[src/core/mgmt_access_pkg.sv]
package mgmt_access_pkg;

  // Directly addressable management memory
  localparam int unsigned MEM_BYTES   = 256;
  localparam logic [7:0]  UPPER_FIRST = 8'h80;
  localparam logic [3:0]  MAX_LEN     = 4'h8;

  // Flag bytes (clear on read) and their interrupt masks
  localparam logic [7:0]  FLAG_FIRST  = 8'h08;
  localparam logic [7:0]  FLAG_LAST   = 8'h0f;
  localparam logic [7:0]  MASK_FIRST  = 8'h18;
  localparam int unsigned FLAG_COUNT  = 8;

  // Reset values
  localparam logic [7:0]  MEM_RESET       = 8'h00;
  localparam logic        LOW_POWER_RESET = 1'b1;

  // Physical level of the asserted state of each discrete signal
  localparam logic RESET_REQ_ACTIVE  = 1'b0;
  localparam logic LOWPWR_REQ_ACTIVE = 1'b1;
  localparam logic IRQ_ACTIVE        = 1'b0;

  // Access operations on the request port
  localparam logic [1:0] OP_READ  = 2'h0;
  localparam logic [1:0] OP_WRITE = 2'h1;
  localparam logic [1:0] OP_TEST  = 2'h2;

  // Longest access hold-off after a write that reaches upper memory
  localparam int unsigned CLK_PERIOD_NS  = 50;
  localparam int unsigned HOLDOFF_MAX_NS = 500;
  localparam int unsigned HOLDOFF_CYC    = (HOLDOFF_MAX_NS / CLK_PERIOD_NS > 0) ?
                                           HOLDOFF_MAX_NS / CLK_PERIOD_NS : 1;
  localparam int unsigned HOLD_W         = 8;

  typedef enum logic [1:0] {
    ST_IDLE  = 2'h0,
    ST_READ  = 2'h1,
    ST_CLEAR = 2'h3,
    ST_WRITE = 2'h2
  } acc_state_t;

endpackage : mgmt_access_pkg

[src/core/discrete_signal_map.sv]
`timescale 1ns/10ps
module discrete_signal_map
  import mgmt_access_pkg::*;
(
  input  wire logic reset_req_pin_i,
  input  wire logic lowpwr_req_pin_i,
  output logic      reset_req_o,
  output logic      lowpwr_req_o
);

  // Pin levels become asserted/deasserted here; polarity lives in the package
  assign reset_req_o  = (reset_req_pin_i == RESET_REQ_ACTIVE);
  assign lowpwr_req_o = (lowpwr_req_pin_i == LOWPWR_REQ_ACTIVE);

endmodule : discrete_signal_map

[src/core/holdoff_timer.sv]
`timescale 1ns/10ps
module holdoff_timer
  import mgmt_access_pkg::*;
(
  input  wire logic core_clk_i,
  input  wire logic resetn_i,
  input  wire logic start_i,
  output logic      busy_o
);

  typedef struct packed {
    logic [HOLD_W-1:0] cnt;
  } hold_t;

  hold_t r;
  hold_t n;

  always_comb begin
    n = r;
    if (start_i) begin
      n.cnt = HOLD_W'(HOLDOFF_CYC);
    end else if (r.cnt != '0) begin
      n.cnt = r.cnt - HOLD_W'(1); // Releases on expiry, never longer
    end
  end

  always_ff @(posedge core_clk_i) begin
    if (!resetn_i) begin
      r <= '0;
    end else begin
      r <= n;
    end
  end

  assign busy_o = (r.cnt != '0);

endmodule : holdoff_timer

[src/core/mgmt_register_access.sv]
// Notes on behaviour
// Reset, low-power and interrupt discrete signals
// Discrete signals logical; pin polarity separate
// 256 bytes: lower 00h-7Fh, upper 80h-FFh
// Reads return one to eight bytes
// Read without address starts at current pointer
// Clear-on-read effects may finish after read
// Reads may be rejected, distinctly; retry allowed
// Write stores up to eight consecutive bytes
// Rejected write changes nothing, reports failure
// Host never mixes volatile and non-volatile writes
// Readiness probe answers without data
// Host schedules, retries or probes around rejection
// Hold-off after write only as needed, bounded
// Single byte read-back returns written value
// Multi-byte read-back returns written subrange
// Hold later access off until read-back holds
// Write effects need not align with write end
// Single-byte reads and writes are atomic
// Size-matched scalar reads never updated mid-read
// Other multi-byte reads need not be coherent
// Multi-byte writes need not be atomic
// Custom interrupt sources silent until unmasked
// Hold-off maximum enforced by releasing counter
`timescale 1ns/10ps
module mgmt_register_access
  import mgmt_access_pkg::*;
(
  input  wire logic        core_clk_i,
  input  wire logic        resetn_i,
  input  wire logic        reset_req_pin_i,
  input  wire logic        lowpwr_req_pin_i,
  input  wire logic        req_valid_i,
  input  wire logic [1:0]  req_op_i,
  input  wire logic        req_addr_valid_i,
  input  wire logic [7:0]  req_addr_i,
  input  wire logic [3:0]  req_len_i,
  input  wire logic [63:0] req_wdata_i,
  input  wire logic        int_upd_valid_i,
  input  wire logic [7:0]  int_upd_addr_i,
  input  wire logic [7:0]  int_upd_data_i,
  output logic             int_upd_ready_o,
  output logic             rsp_valid_o,
  output logic             rsp_ok_o,
  output logic             rsp_rejected_o,
  output logic [3:0]       rsp_len_o,
  output logic [63:0]      rsp_data_o,
  output logic             interrupt_pin_o,
  output logic             low_power_mode_o,
  output logic             module_reset_o
);

  typedef struct packed {
    acc_state_t  st;
    logic [7:0]  ptr;
    logic [7:0]  base;
    logic [3:0]  cnt;
    logic [3:0]  len;
    logic        nv_hit;
    logic [63:0] wdata;
    logic [63:0] rdata;
    logic        rsp_valid;
    logic        rsp_ok;
    logic        rsp_rej;
    logic [3:0]  rsp_len;
    logic        upd_ready;
    logic        irq_pin;
    logic        low_power;
    logic        mod_reset;
  } core_t;

  localparam core_t CORE_RESET = '{
    st:        ST_IDLE,
    ptr:       8'h00,
    base:      8'h00,
    cnt:       4'h0,
    len:       4'h0,
    nv_hit:    1'b0,
    wdata:     64'h0,
    rdata:     64'h0,
    rsp_valid: 1'b0,
    rsp_ok:    1'b0,
    rsp_rej:   1'b0,
    rsp_len:   4'h0,
    upd_ready: 1'b1,
    irq_pin:   ~IRQ_ACTIVE,
    low_power: LOW_POWER_RESET,
    mod_reset: 1'b0
  };

  function automatic logic [7:0] addr_at(input logic [7:0] base, input logic [3:0] off);
    addr_at = base + {4'h0, off};
  endfunction : addr_at

  function automatic logic is_flag(input logic [7:0] a);
    is_flag = (a >= FLAG_FIRST) && (a <= FLAG_LAST);
  endfunction : is_flag

  function automatic logic is_upper(input logic [7:0] a);
    is_upper = (a >= UPPER_FIRST);
  endfunction : is_upper

  core_t       r;
  core_t       n;
  logic [7:0]  mem_r [MEM_BYTES];
  logic        mem_we;
  logic [7:0]  mem_wa;
  logic [7:0]  mem_wd;
  logic        rst_req;
  logic        lp_req;
  logic        hold_busy;
  logic        hold_start;
  logic        len_ok;
  logic        upd_take;
  logic        irq_any;
  logic [7:0]  mask_or;
  logic [7:0]  cur_byte;
  logic [7:0]  start_addr;
  logic [7:0]  clr_addr;

  discrete_signal_map u_map (
    .reset_req_pin_i  (reset_req_pin_i),
    .lowpwr_req_pin_i (lowpwr_req_pin_i),
    .reset_req_o      (rst_req),
    .lowpwr_req_o     (lp_req)
  );

  holdoff_timer u_hold (
    .core_clk_i (core_clk_i),
    .resetn_i   (resetn_i && !rst_req),
    .start_i    (hold_start),
    .busy_o     (hold_busy)
  );

  // Mask bytes reset to zero, so every flag source stays quiet until unmasked
  always_comb begin
    irq_any = 1'b0;
    mask_or = 8'h00;
    for (int i = 0; i < FLAG_COUNT; i++) begin
      irq_any = irq_any |
                (|(mem_r[FLAG_FIRST + 8'(i)] & mem_r[MASK_FIRST + 8'(i)]));
      mask_or = mask_or | mem_r[MASK_FIRST + 8'(i)];
    end
  end

  assign len_ok     = (req_len_i != 4'h0) && (req_len_i <= MAX_LEN);
  assign start_addr = req_addr_valid_i ? req_addr_i : r.ptr;
  assign cur_byte   = mem_r[r.ptr];
  assign clr_addr   = addr_at(r.base, r.cnt);
  // Internal updates only land while idle, so no read or write sees a torn byte range
  assign upd_take   = int_upd_valid_i && r.upd_ready; // see R18 see R19

  always_comb begin
    n           = r;
    n.rsp_valid = 1'b0;
    n.rsp_ok    = 1'b0;
    n.rsp_rej   = 1'b0;
    mem_we      = 1'b0;
    mem_wa      = r.ptr;
    mem_wd      = MEM_RESET;
    hold_start  = 1'b0;
    unique case (r.st)
      ST_IDLE: begin
        if (upd_take) begin
          mem_we = 1'b1;
          mem_wa = int_upd_addr_i;
          mem_wd = int_upd_data_i;
        end
        if (req_valid_i) begin
          n.rsp_len = 4'h0;
          unique case (req_op_i)
            OP_TEST: begin
              n.rsp_valid = 1'b1;
              n.rsp_ok    = !hold_busy;
            end
            OP_READ, OP_WRITE: begin
              if (!hold_busy && len_ok) begin
                n.st     = (req_op_i == OP_READ) ? ST_READ : ST_WRITE;
                n.ptr    = (req_op_i == OP_READ) ? start_addr : req_addr_i;
                n.base   = n.ptr;
                n.cnt    = 4'h0;
                n.len    = req_len_i;
                n.nv_hit = 1'b0;
                n.wdata  = req_wdata_i;
                n.rdata  = 64'h0;
              end else begin
                n.rsp_valid = 1'b1; // Distinct reject, no data; see R7 see R9
                n.rsp_rej   = 1'b1;
              end
            end
            default: begin
              n.rsp_valid = 1'b1;
              n.rsp_rej   = 1'b1;
            end
          endcase
        end
      end
      ST_READ: begin
        n.rdata[{r.cnt[2:0], 3'h0} +: 8] = cur_byte;
        n.ptr = r.ptr + 8'h01;
        n.cnt = r.cnt + 4'h1;
        if (r.cnt == r.len - 4'h1) begin
          n.rsp_valid = 1'b1;
          n.rsp_ok    = 1'b1;
          n.rsp_len   = r.len;
          n.st        = ST_CLEAR; // Clears run after the answer
          n.cnt       = 4'h0;
        end
      end
      ST_CLEAR: begin
        // Flags are cleared after the answer went out; an update waiting meanwhile
        // is held by the ready handshake and lands afterwards, so no event is lost
        if (is_flag(clr_addr)) begin
          mem_we = 1'b1;
          mem_wa = clr_addr;
          mem_wd = MEM_RESET;
        end
        n.cnt = r.cnt + 4'h1;
        if (r.cnt == r.len - 4'h1) begin
          n.st  = ST_IDLE;
          n.cnt = 4'h0;
        end
      end
      ST_WRITE: begin
        mem_we   = 1'b1; // Byte by byte, not atomic as a whole; see R8
        mem_wa   = r.ptr;
        mem_wd   = r.wdata[{r.cnt[2:0], 3'h0} +: 8];
        n.nv_hit = r.nv_hit | is_upper(r.ptr);
        n.ptr    = r.ptr + 8'h01;
        n.cnt    = r.cnt + 4'h1;
        if (r.cnt == r.len - 4'h1) begin
          n.rsp_valid = 1'b1;
          n.rsp_ok    = 1'b1;
          n.rsp_len   = r.len;
          n.st        = ST_IDLE;
          n.cnt       = 4'h0;
          // Lower memory reads back at once; only upper memory needs a hold-off
          hold_start  = r.nv_hit | is_upper(r.ptr); // see R13 see R16
        end
      end
    endcase
    n.upd_ready = (n.st == ST_IDLE);
    n.irq_pin   = irq_any ? IRQ_ACTIVE : ~IRQ_ACTIVE; // see R1
    n.low_power = lp_req;
    n.mod_reset = 1'b0;
    if (rst_req) begin
      n           = CORE_RESET;
      n.mod_reset = 1'b1;
      n.low_power = lp_req;
      hold_start  = 1'b0;
    end
  end

  always_ff @(posedge core_clk_i) begin
    if (!resetn_i) begin
      r <= CORE_RESET;
    end else begin
      r <= n;
    end
  end

  // Read-back is immediate: a byte written here is what the next read returns
  always_ff @(posedge core_clk_i) begin
    if (!resetn_i || rst_req) begin
      for (int i = 0; i < MEM_BYTES; i++) begin
        mem_r[i] <= MEM_RESET;
      end
    end else if (mem_we) begin
      mem_r[mem_wa] <= mem_wd; // see R14
    end
  end

  assign int_upd_ready_o  = r.upd_ready;
  assign rsp_valid_o      = r.rsp_valid;
  assign rsp_ok_o         = r.rsp_ok;
  assign rsp_rejected_o   = r.rsp_rej;
  assign rsp_len_o        = r.rsp_len;
  assign rsp_data_o       = r.rdata;
  assign interrupt_pin_o  = r.irq_pin;
  assign low_power_mode_o = r.low_power;
  assign module_reset_o   = r.mod_reset;

  // Counts busy cycles, so the bound needs no long repetition; saturates if stuck
  logic [7:0] busy_cnt_r;

  always_ff @(posedge core_clk_i) begin
    if (!resetn_i) begin
      busy_cnt_r <= 8'h00;
    end else if (hold_busy) begin
      busy_cnt_r <= (busy_cnt_r == 8'hff) ? busy_cnt_r : busy_cnt_r + 8'h01;
    end else begin
      busy_cnt_r <= 8'h00;
    end
  end

  a_holdoff_bounded: assert property (
    @(posedge core_clk_i) disable iff (!resetn_i)
    busy_cnt_r <= 8'(HOLDOFF_CYC))
    else $error("hold-off lasted longer than its maximum");

  a_busy_rejects: assert property (
    @(posedge core_clk_i) disable iff (!resetn_i || rst_req)
    (r.st == ST_IDLE && req_valid_i && req_op_i != OP_TEST && hold_busy)
      |=> (rsp_valid_o && rsp_rejected_o && !rsp_ok_o))
    else $error("access during hold-off was not rejected");

  a_reject_no_write: assert property (
    @(posedge core_clk_i) disable iff (!resetn_i || rst_req)
    (r.st == ST_IDLE && hold_busy) |=> (r.st != ST_WRITE && !mem_we || upd_take))
    else $error("write started while held off");

  a_test_answer: assert property (
    @(posedge core_clk_i) disable iff (!resetn_i || rst_req)
    (r.st == ST_IDLE && req_valid_i && req_op_i == OP_TEST)
      |=> (rsp_valid_o && !rsp_rejected_o && rsp_ok_o == !$past(hold_busy)))
    else $error("readiness probe answered wrongly");

  a_write_timing: assert property (
    @(posedge core_clk_i) disable iff (!resetn_i || rst_req)
    (r.st == ST_IDLE && req_valid_i && req_op_i == OP_WRITE && !hold_busy
     && req_len_i == 4'h2)
      |=> !rsp_valid_o ##1 !rsp_valid_o ##1 (rsp_valid_o && rsp_ok_o && rsp_len_o == 4'h2))
    else $error("two-byte write answered at the wrong cycle");

  a_readback_byte: assert property (
    @(posedge core_clk_i) disable iff (!resetn_i || rst_req)
    (r.st == ST_WRITE) |=> (mem_r[$past(r.ptr)] == $past(mem_wd)))
    else $error("written byte does not read back");

  a_no_midread_update: assert property (
    @(posedge core_clk_i) disable iff (!resetn_i || rst_req)
    (r.st == ST_READ || r.st == ST_WRITE) |-> (!upd_take && !int_upd_ready_o))
    else $error("internal update during an access");

  a_read_from_pointer: assert property (
    @(posedge core_clk_i) disable iff (!resetn_i || rst_req)
    (r.st == ST_IDLE && req_valid_i && req_op_i == OP_READ && !req_addr_valid_i
     && !hold_busy && len_ok)
      |=> (r.st == ST_READ && r.base == $past(r.ptr)))
    else $error("addressless read did not start at the current pointer");

  a_clear_after_read: assert property (
    @(posedge core_clk_i) disable iff (!resetn_i || rst_req)
    (r.st == ST_READ && r.cnt == r.len - 4'h1)
      |=> (rsp_valid_o && rsp_ok_o && r.st == ST_CLEAR))
    else $error("read did not answer before clearing");

  a_masked_silent: assert property (
    @(posedge core_clk_i) disable iff (!resetn_i || rst_req)
    (mask_or == 8'h00) |=> (interrupt_pin_o == ~IRQ_ACTIVE))
    else $error("interrupt raised with all masks clear");

  a_read_length: assert property (
    @(posedge core_clk_i) disable iff (!resetn_i)
    (rsp_valid_o && rsp_ok_o) |-> (rsp_len_o <= MAX_LEN))
    else $error("answer longer than eight bytes");

endmodule : mgmt_register_access

[config.mk]
export PLATFORM = sky130hd
export DESIGN_NAME = mgmt_register_access
export DESIGN_NICKNAME = d
export VERILOG_FILES = /design/src/core/mgmt_access_pkg.sv /design/src/core/discrete_signal_map.sv /design/src/core/holdoff_timer.sv /design/src/core/mgmt_register_access.sv
export SDC_FILE = /design/constraint.sdc
export NUM_CORES = 2
export LEC_CHECK = 0
export BUFFER_PORTS_ARGS = -buffer_cell sky130_fd_sc_hd__buf_2
export CAP_MARGIN = 5
export CORE_MARGIN = 2
export CORE_UTILIZATION = 45
export CTS_CLUSTER_SIZE = 8
export DETAILED_ROUTE_END_ITERATION = 8
export PLACE_DENSITY = 0.67
export SLEW_MARGIN = 30
export SYNTH_ARGS = -nofsm -noshare
export SYNTH_HDL_FRONTEND = slang
export SYNTH_SLANG_ARGS = --single-unit
export TNS_END_PERCENT = 30
[constraint.sdc]
create_clock -name core_clk_i -period 5.35 [get_ports core_clk_i]
set_input_delay 0.535 -clock core_clk_i [delete_from_list [all_inputs] [get_ports core_clk_i]]
set_output_delay 0.535 -clock core_clk_i [all_outputs]
set_load 0.03 [all_outputs]
======== Word level (Yosys, flattened, before mapping) ========
Memory sizes are Yosys's and may differ from the RTL's. A register that Yosys moved wholly into a read port is not among the register bits.
Index checks and enable logic that the tools add are counted.
operators by class
  $add $sub $neg .......................... 6
  order comparisons ....................... 4
  equality and inequality tests ........... 10
  shifts and indexed selects .............. 3
  muxes and demuxes ....................... 48
  bitwise logic cells ..................... 18
  reduce and logical (&&, ||, !) cells .... 39
operator list
  cell                      number
  $mux W155                 2
  $mux W162                 1
  $pmux W64 S2              1
  $mux W8                   9
  $reduce_or A8 Y1          9
  $and A8 B8 Y8             8
  $bwmux W64                1
  $shift A8 B8 Y64 const A  1
  $shiftx A64 B7 Y8         1
  $shiftx A8 B8 Y64         1
  $pmux W8 S2               3
  $reduce_and A4 Y1         5
  $mux W1                   16
  $mux W4                   4
  $pmux W4 S2               2
  $add A8 B1 Y8 const B     1
  $add A8 B4 Y8             1
  $ge A8 B4 Y1 const B      1
  $ge A8 B8 Y1 const B      1
  $le A8 B4 Y1 const B      1
  $mux W2                   4
  $neg A6 Y8                1
  $or A1 B1 Y1              8
  $reduce_bool A2 Y1        4
  other kinds (24)          42
word-level totals
  flip-flop bits (word level) ............. 174
  memory bits (writable) .................. 2048
  bits of input ports ..................... 101
  word-level logic and storage cells ...... 147
  memories kept ........................... 1
memories
  memory  words  width  read ports  clocked after memory_dff  write ports  RTL line                     text
  mem_r   256    8      17          1                         256          mgmt_register_access.sv:105  logic [7:0] mem_r [MEM_BYTES];

======== Longest topological paths before layout ========
An unclocked memory read counts as a cell.
  depth in word-level cells ............... 11
  depth in mapped cells ................... 15

======== By module ========
A second synthesis with hierarchy kept.
unflattened totals
  cell total of the unflattened synthesis .. 7477
  area total of the unflattened synthesis .. 98964.9 um2
modules (own cells, without submodules)
  module                times used  cells an instance  area an instance (um2)
  mgmt_register_access  1           7427               98513.2
  holdoff_timer         1           48                 440.4
  discrete_signal_map   1           2                  11.3

======== Worst setup path before layout ========
Ideal clock, no wire load.
  path kind ............................... register to register
  start point ............................. register r[144] in the netlist's numbering
  end point ............................... memory mem_r[52][0] (enable)
  arrival time ............................ 3.640 ns
  data required time ...................... 4.966 ns
  slack ................................... 1.326 ns
  stages on the path, launching flop included .. 14
  path buffers ............................ 4
  period minus slack after synthesis ...... 4.024 ns
  cell sequence ........................... dfxtp_1 > ha_1 > fa_1 > nand3_1 > a211o_1 > a211oi_2 > buf_4 > a211oi_2 > a311o_1 > or4_1 > clkbuf_1 > buf_2 > buf_2 > o21ai_0
RTL lines
  what                      RTL line                     text
  start: declaration        mgmt_register_access.sv:103  core_t r;
  start signal: assignment  mgmt_register_access.sv:258  r <= n;
  end: declaration          mgmt_register_access.sv:105

==> impl_metrics.tcl <==
set metrics [dict create \
    rsz0062_at_grt "false" \
    synth_cell_types 75 \
    fin_nets 7842 \
    ys_async_sr_fraction_pct 0 \
    layout-drive-gt1-share_pct 27.6 \
    place_inst 10300 \
    p_seq_share_pct 47.0 \
    hold_class "in -> reg" \
    final_common_cell "edfxtp_1" \
    tightest_slew_ns 1.13 \
    cts_hold_buf 76 \
    clkPwrFrac_pct 42.7 \
    overflow 0 \
    p_switching_mw 10.7 \
    maxSlewHeadroom_pct 23.9 \
    rows 174 \
    cts_sinks 2230 \
    cap_violations 0 \
    synth_edf_count 2048 \
    clock.fmax_mhz 199 \
    ff_latch_area_um2 65200 \
    finalSetupViolCount 0 \
    io_pins 176 \
    crit_top_cell "o21ai_0" \
    cts_root_buf "clkbuf_16" \
    ys_seq_area_share_pct 64.3 \
    track_usage_pct 31.7 \
    antenna_found_initial 14 \
    multiInputGateArea_um2 31900 \
    drc_errors 0 \
    grt_start_max_net_pins 103 \
    worstSetupPathType "reg -> reg" \
    mostFrequentLayoutCells "2048 x edfxtp_1, 1377 x nor2_1, 526 x mux4_2" \
    syn_area_per_cell_um2 13.6 \
    io_buffers 175 \
    grt_pass1_wl_um 513000 \
    power.density_nw_per_um2 367 \
    tns_ns 0 \
    fillers 18200 \
    core_um2 224000 \
    reg2reg_slack_ns 0.33 \
    reg2reg_to "rsp_data_o[32]$_SDFFE_PN0P_" \
    gp_congestion 1.03 \
    crit_fanout 58 \
    clockBufferDepth 4 \
    cts_buffers 329 \
    crit_path_top_delay_cell "dfxtp_4" \
    firstDrtPassIters 7 \
    dpl.hpwl_um 239000 \
    hold_depth 3 \
    grt_pass1_vias 68000 \
    crit_required_ns 6.12 \
    final-hold-violation-count 0 \
    yosys-top-cells-area "edfxtp_1 61%, mux4_2 12%, nor2_1 5.1%" \
    wl_per_cell_um 34.2 \
    reg2reg_depth 8 \
    ys_warn_count 0 \
    synth_flop_cell "edfxtp_1" \
    status "completed" \
    leakage_nw 39.0 \
    hold_start "req_addr_i[7]" \
    ctsResizeCount 0 \
    p_comb_share_pct 10.3 \
    vias_per_cell 6.52 \
    yosysTopAreaCell "edfxtp_1" \
    crit_chain "buf_12, mux4_2, mux2i_1, o21ai_0, a21oi_1, o221ai_1, nand3_1, o21ai_0" \
    clk_latency_ns 0.95 \
    syn_area_um2 101000 \
    vdd_drop_max_v 0.000383 \
    cts_tree "done" \
    crit_arrival_ns 5.79 \
    ant_nets 0 \
    htree_levels 5 \
    cts_setup_buffers 0 \
    final_cells 10800 \
    cpPeakStageDelay_ns 0.91 \
    maxSlewViolCount 0 \
    synth_seq_cells 2230 \
    switching_share_pct 25.0 \
    yosysTopAreaCellShare_pct 60.7 \
    crit_path_end_kind "flip-flop" \
    area_growth_pct 14.5 \
    fin_crit_ns 5.02 \
    intPower_mw 32.0 \
    start_kind "flip-flop" \
    start_util_pct 45.2 \
    syn_nets 7597 \
    post-route-period-util_pct 93.9 \
    drt-initial-drc-count 12600 \
    netlist_instances 7479 \
    chipWidth_um 479 \
    vias 70400 \
    fp.dieArea_um2 229000 \
    clkTransAtPathRegs_ns 0.06 \
    worstHoldEndpoint "r[155]$_SDFFE_PN0P_" \
    skew_ns 0.0690 \
    wirelength_um 369000 \
    fp.dieH_um 479 \
]
[kinds of logic (layout without fill, tap and decap cells)]
kind of cell / Yosys count / count (layout) / share of synthesized area, %
xor+xnor: 15 / 15 / 0.130
buf+inv: 929 / 1234 / 4.59
flops: 2230 / 2230 / 64.3
other cells: 0 / 14 / 0
compound gates: 822 / 822 / 5.00
mux: 648 / 648 / 12.9
simple gates: 2818 / 2818 / 12.9
fa+ha+maj: 17 / 17 / 0.217
[critical path, delay by kind of cell (launching register included)]
| kind | cells | cell delay [ns] |
|---|---|---|
| AO/OA/AOI/OAI | 4 | 1.53 |
| flip-flops | 1 | 0.91 |
| buffers and inverters | 1 | 0.47 |
| AND/OR/NAND/NOR | 1 | 0.78 |
| multiplexers | 2 | 1.09 |
[layout make-up]
| class | count | area share (%) |
|---|---|---|
| sequential | 2230 | 56.1 |
| clock inverter | 8 | 0.0754 |
| inverter | 25 | 0.0808 |
| timing repair buffer | 818 | 5.67 |
| clock buffer | 383 | 7.36 |
| tap | 2992 | 3.22 |
| antenna | 14 | 0.0302 |
| multi-input combinational | 4320 | 27.4 |
[per-layer routing]
| layer | part of all wire [%] | global-route usage [%] | vias up |
|---|---|---|---|
| met4 | 6.8 | 18.5 | 6 |
| met2 | 43 | 46.2 | 6253 |
| li1 | - | - | 27900 |
| met1 | 34 | 41.1 | 35100 |
| met3 | 16 | 11.1 | 1083 |
| met5 | 0.012 | 0.0414 | - |
[through the flow]
stage          setup WS [ns]  hold slack, ns  instance area (um^2)  util [%]  power, mW
6_report               0.328          0.0689                116000      51.7       42.7
3_3_place_gp           0.665           0.432                107000      47.5       24.4
2_1_floorplan           1.33           0.426                101000         -       22.7
4_1_cts                0.562          0.0304                116000      51.7       42.5
5_1_grt                0.395          0.0736                116000      51.7       43.5
3_5_place_dp           0.558           0.437                107000      47.5       24.5
[flip-flops by register name (all words and copies together) (netlist names), named ones only]
signal,flops
rsp_data_o,64
u_hold.r,8
rsp_len_o,4
interrupt_pin_o,1
rsp_rejected_o,1
module_reset_o,1
rsp_valid_o,1
low_power_mode_o,1
rsp_ok_o,1
mem_r,2048
int_upd_ready_o,1
r,91
[synth_stat cells, types with 45 or more instances]
library cell  count
buf_6            89
edfxtp_1       2048
dfxtp_1         182
nor3_1          366
a21oi_1         126
nor2_1         1380
a211oi_1         47
nor2_2          421
a221oi_1         45
mux4_2          526
or2_1            72
a22oi_1          82
clkbuf_1        522
o21ai_0         363
buf_1            79
buf_4            86
nand2_1         305
buf_2           127
mux2i_1         104
[worst max-delay path by stage]
| stage | slack, ns | cells after the start | from | endpoint |
|---|---|---|---|---|
| CTS | 0.56 | 10 | r[144]$_SDFFE_PN0P_ | mem_r[25][3]$_SDFFCE_PN0P_ |
| finish | 0.33 | 8 | flip-flop | rsp_data_o[32]$_SDFFE_PN0P_ |
| global route | 0.40 | 13 | r[144]$_SDFFE_PN0P_ | mem_r[143][5]$_SDFFCE_PN0P_ |
| global placement | 0.66 | 13 | r[144]$_SDFFE_PN0P_ | mem_r[41][4]$_SDFFCE_PN0P_ |
| detailed placement | 0.56 | 10 | r[148]$_SDFFE_PN0P_ | mem_r[25][3]$_SDFFCE_PN0P_ |
| floorplan | 1.33 | 13 | r[144]$_SDFFE_PN0P_ | mem_r[52][0]$_SDFFCE_PN0P_ |
[power by group through the flow]
stage	Combinational [mW]	Clock (mW)	Sequential [mW]
after detailed placement	4.19	0	20.3
final	4.40	18.2	20.0
after floorplan	2.48	0	20.2
after CTS	4.24	18.2	20.0
after global placement	4.14	0	20.3
after global routing	4.50	18.9	20.1
Note: power is estimated with default switching activity, not from simulation.
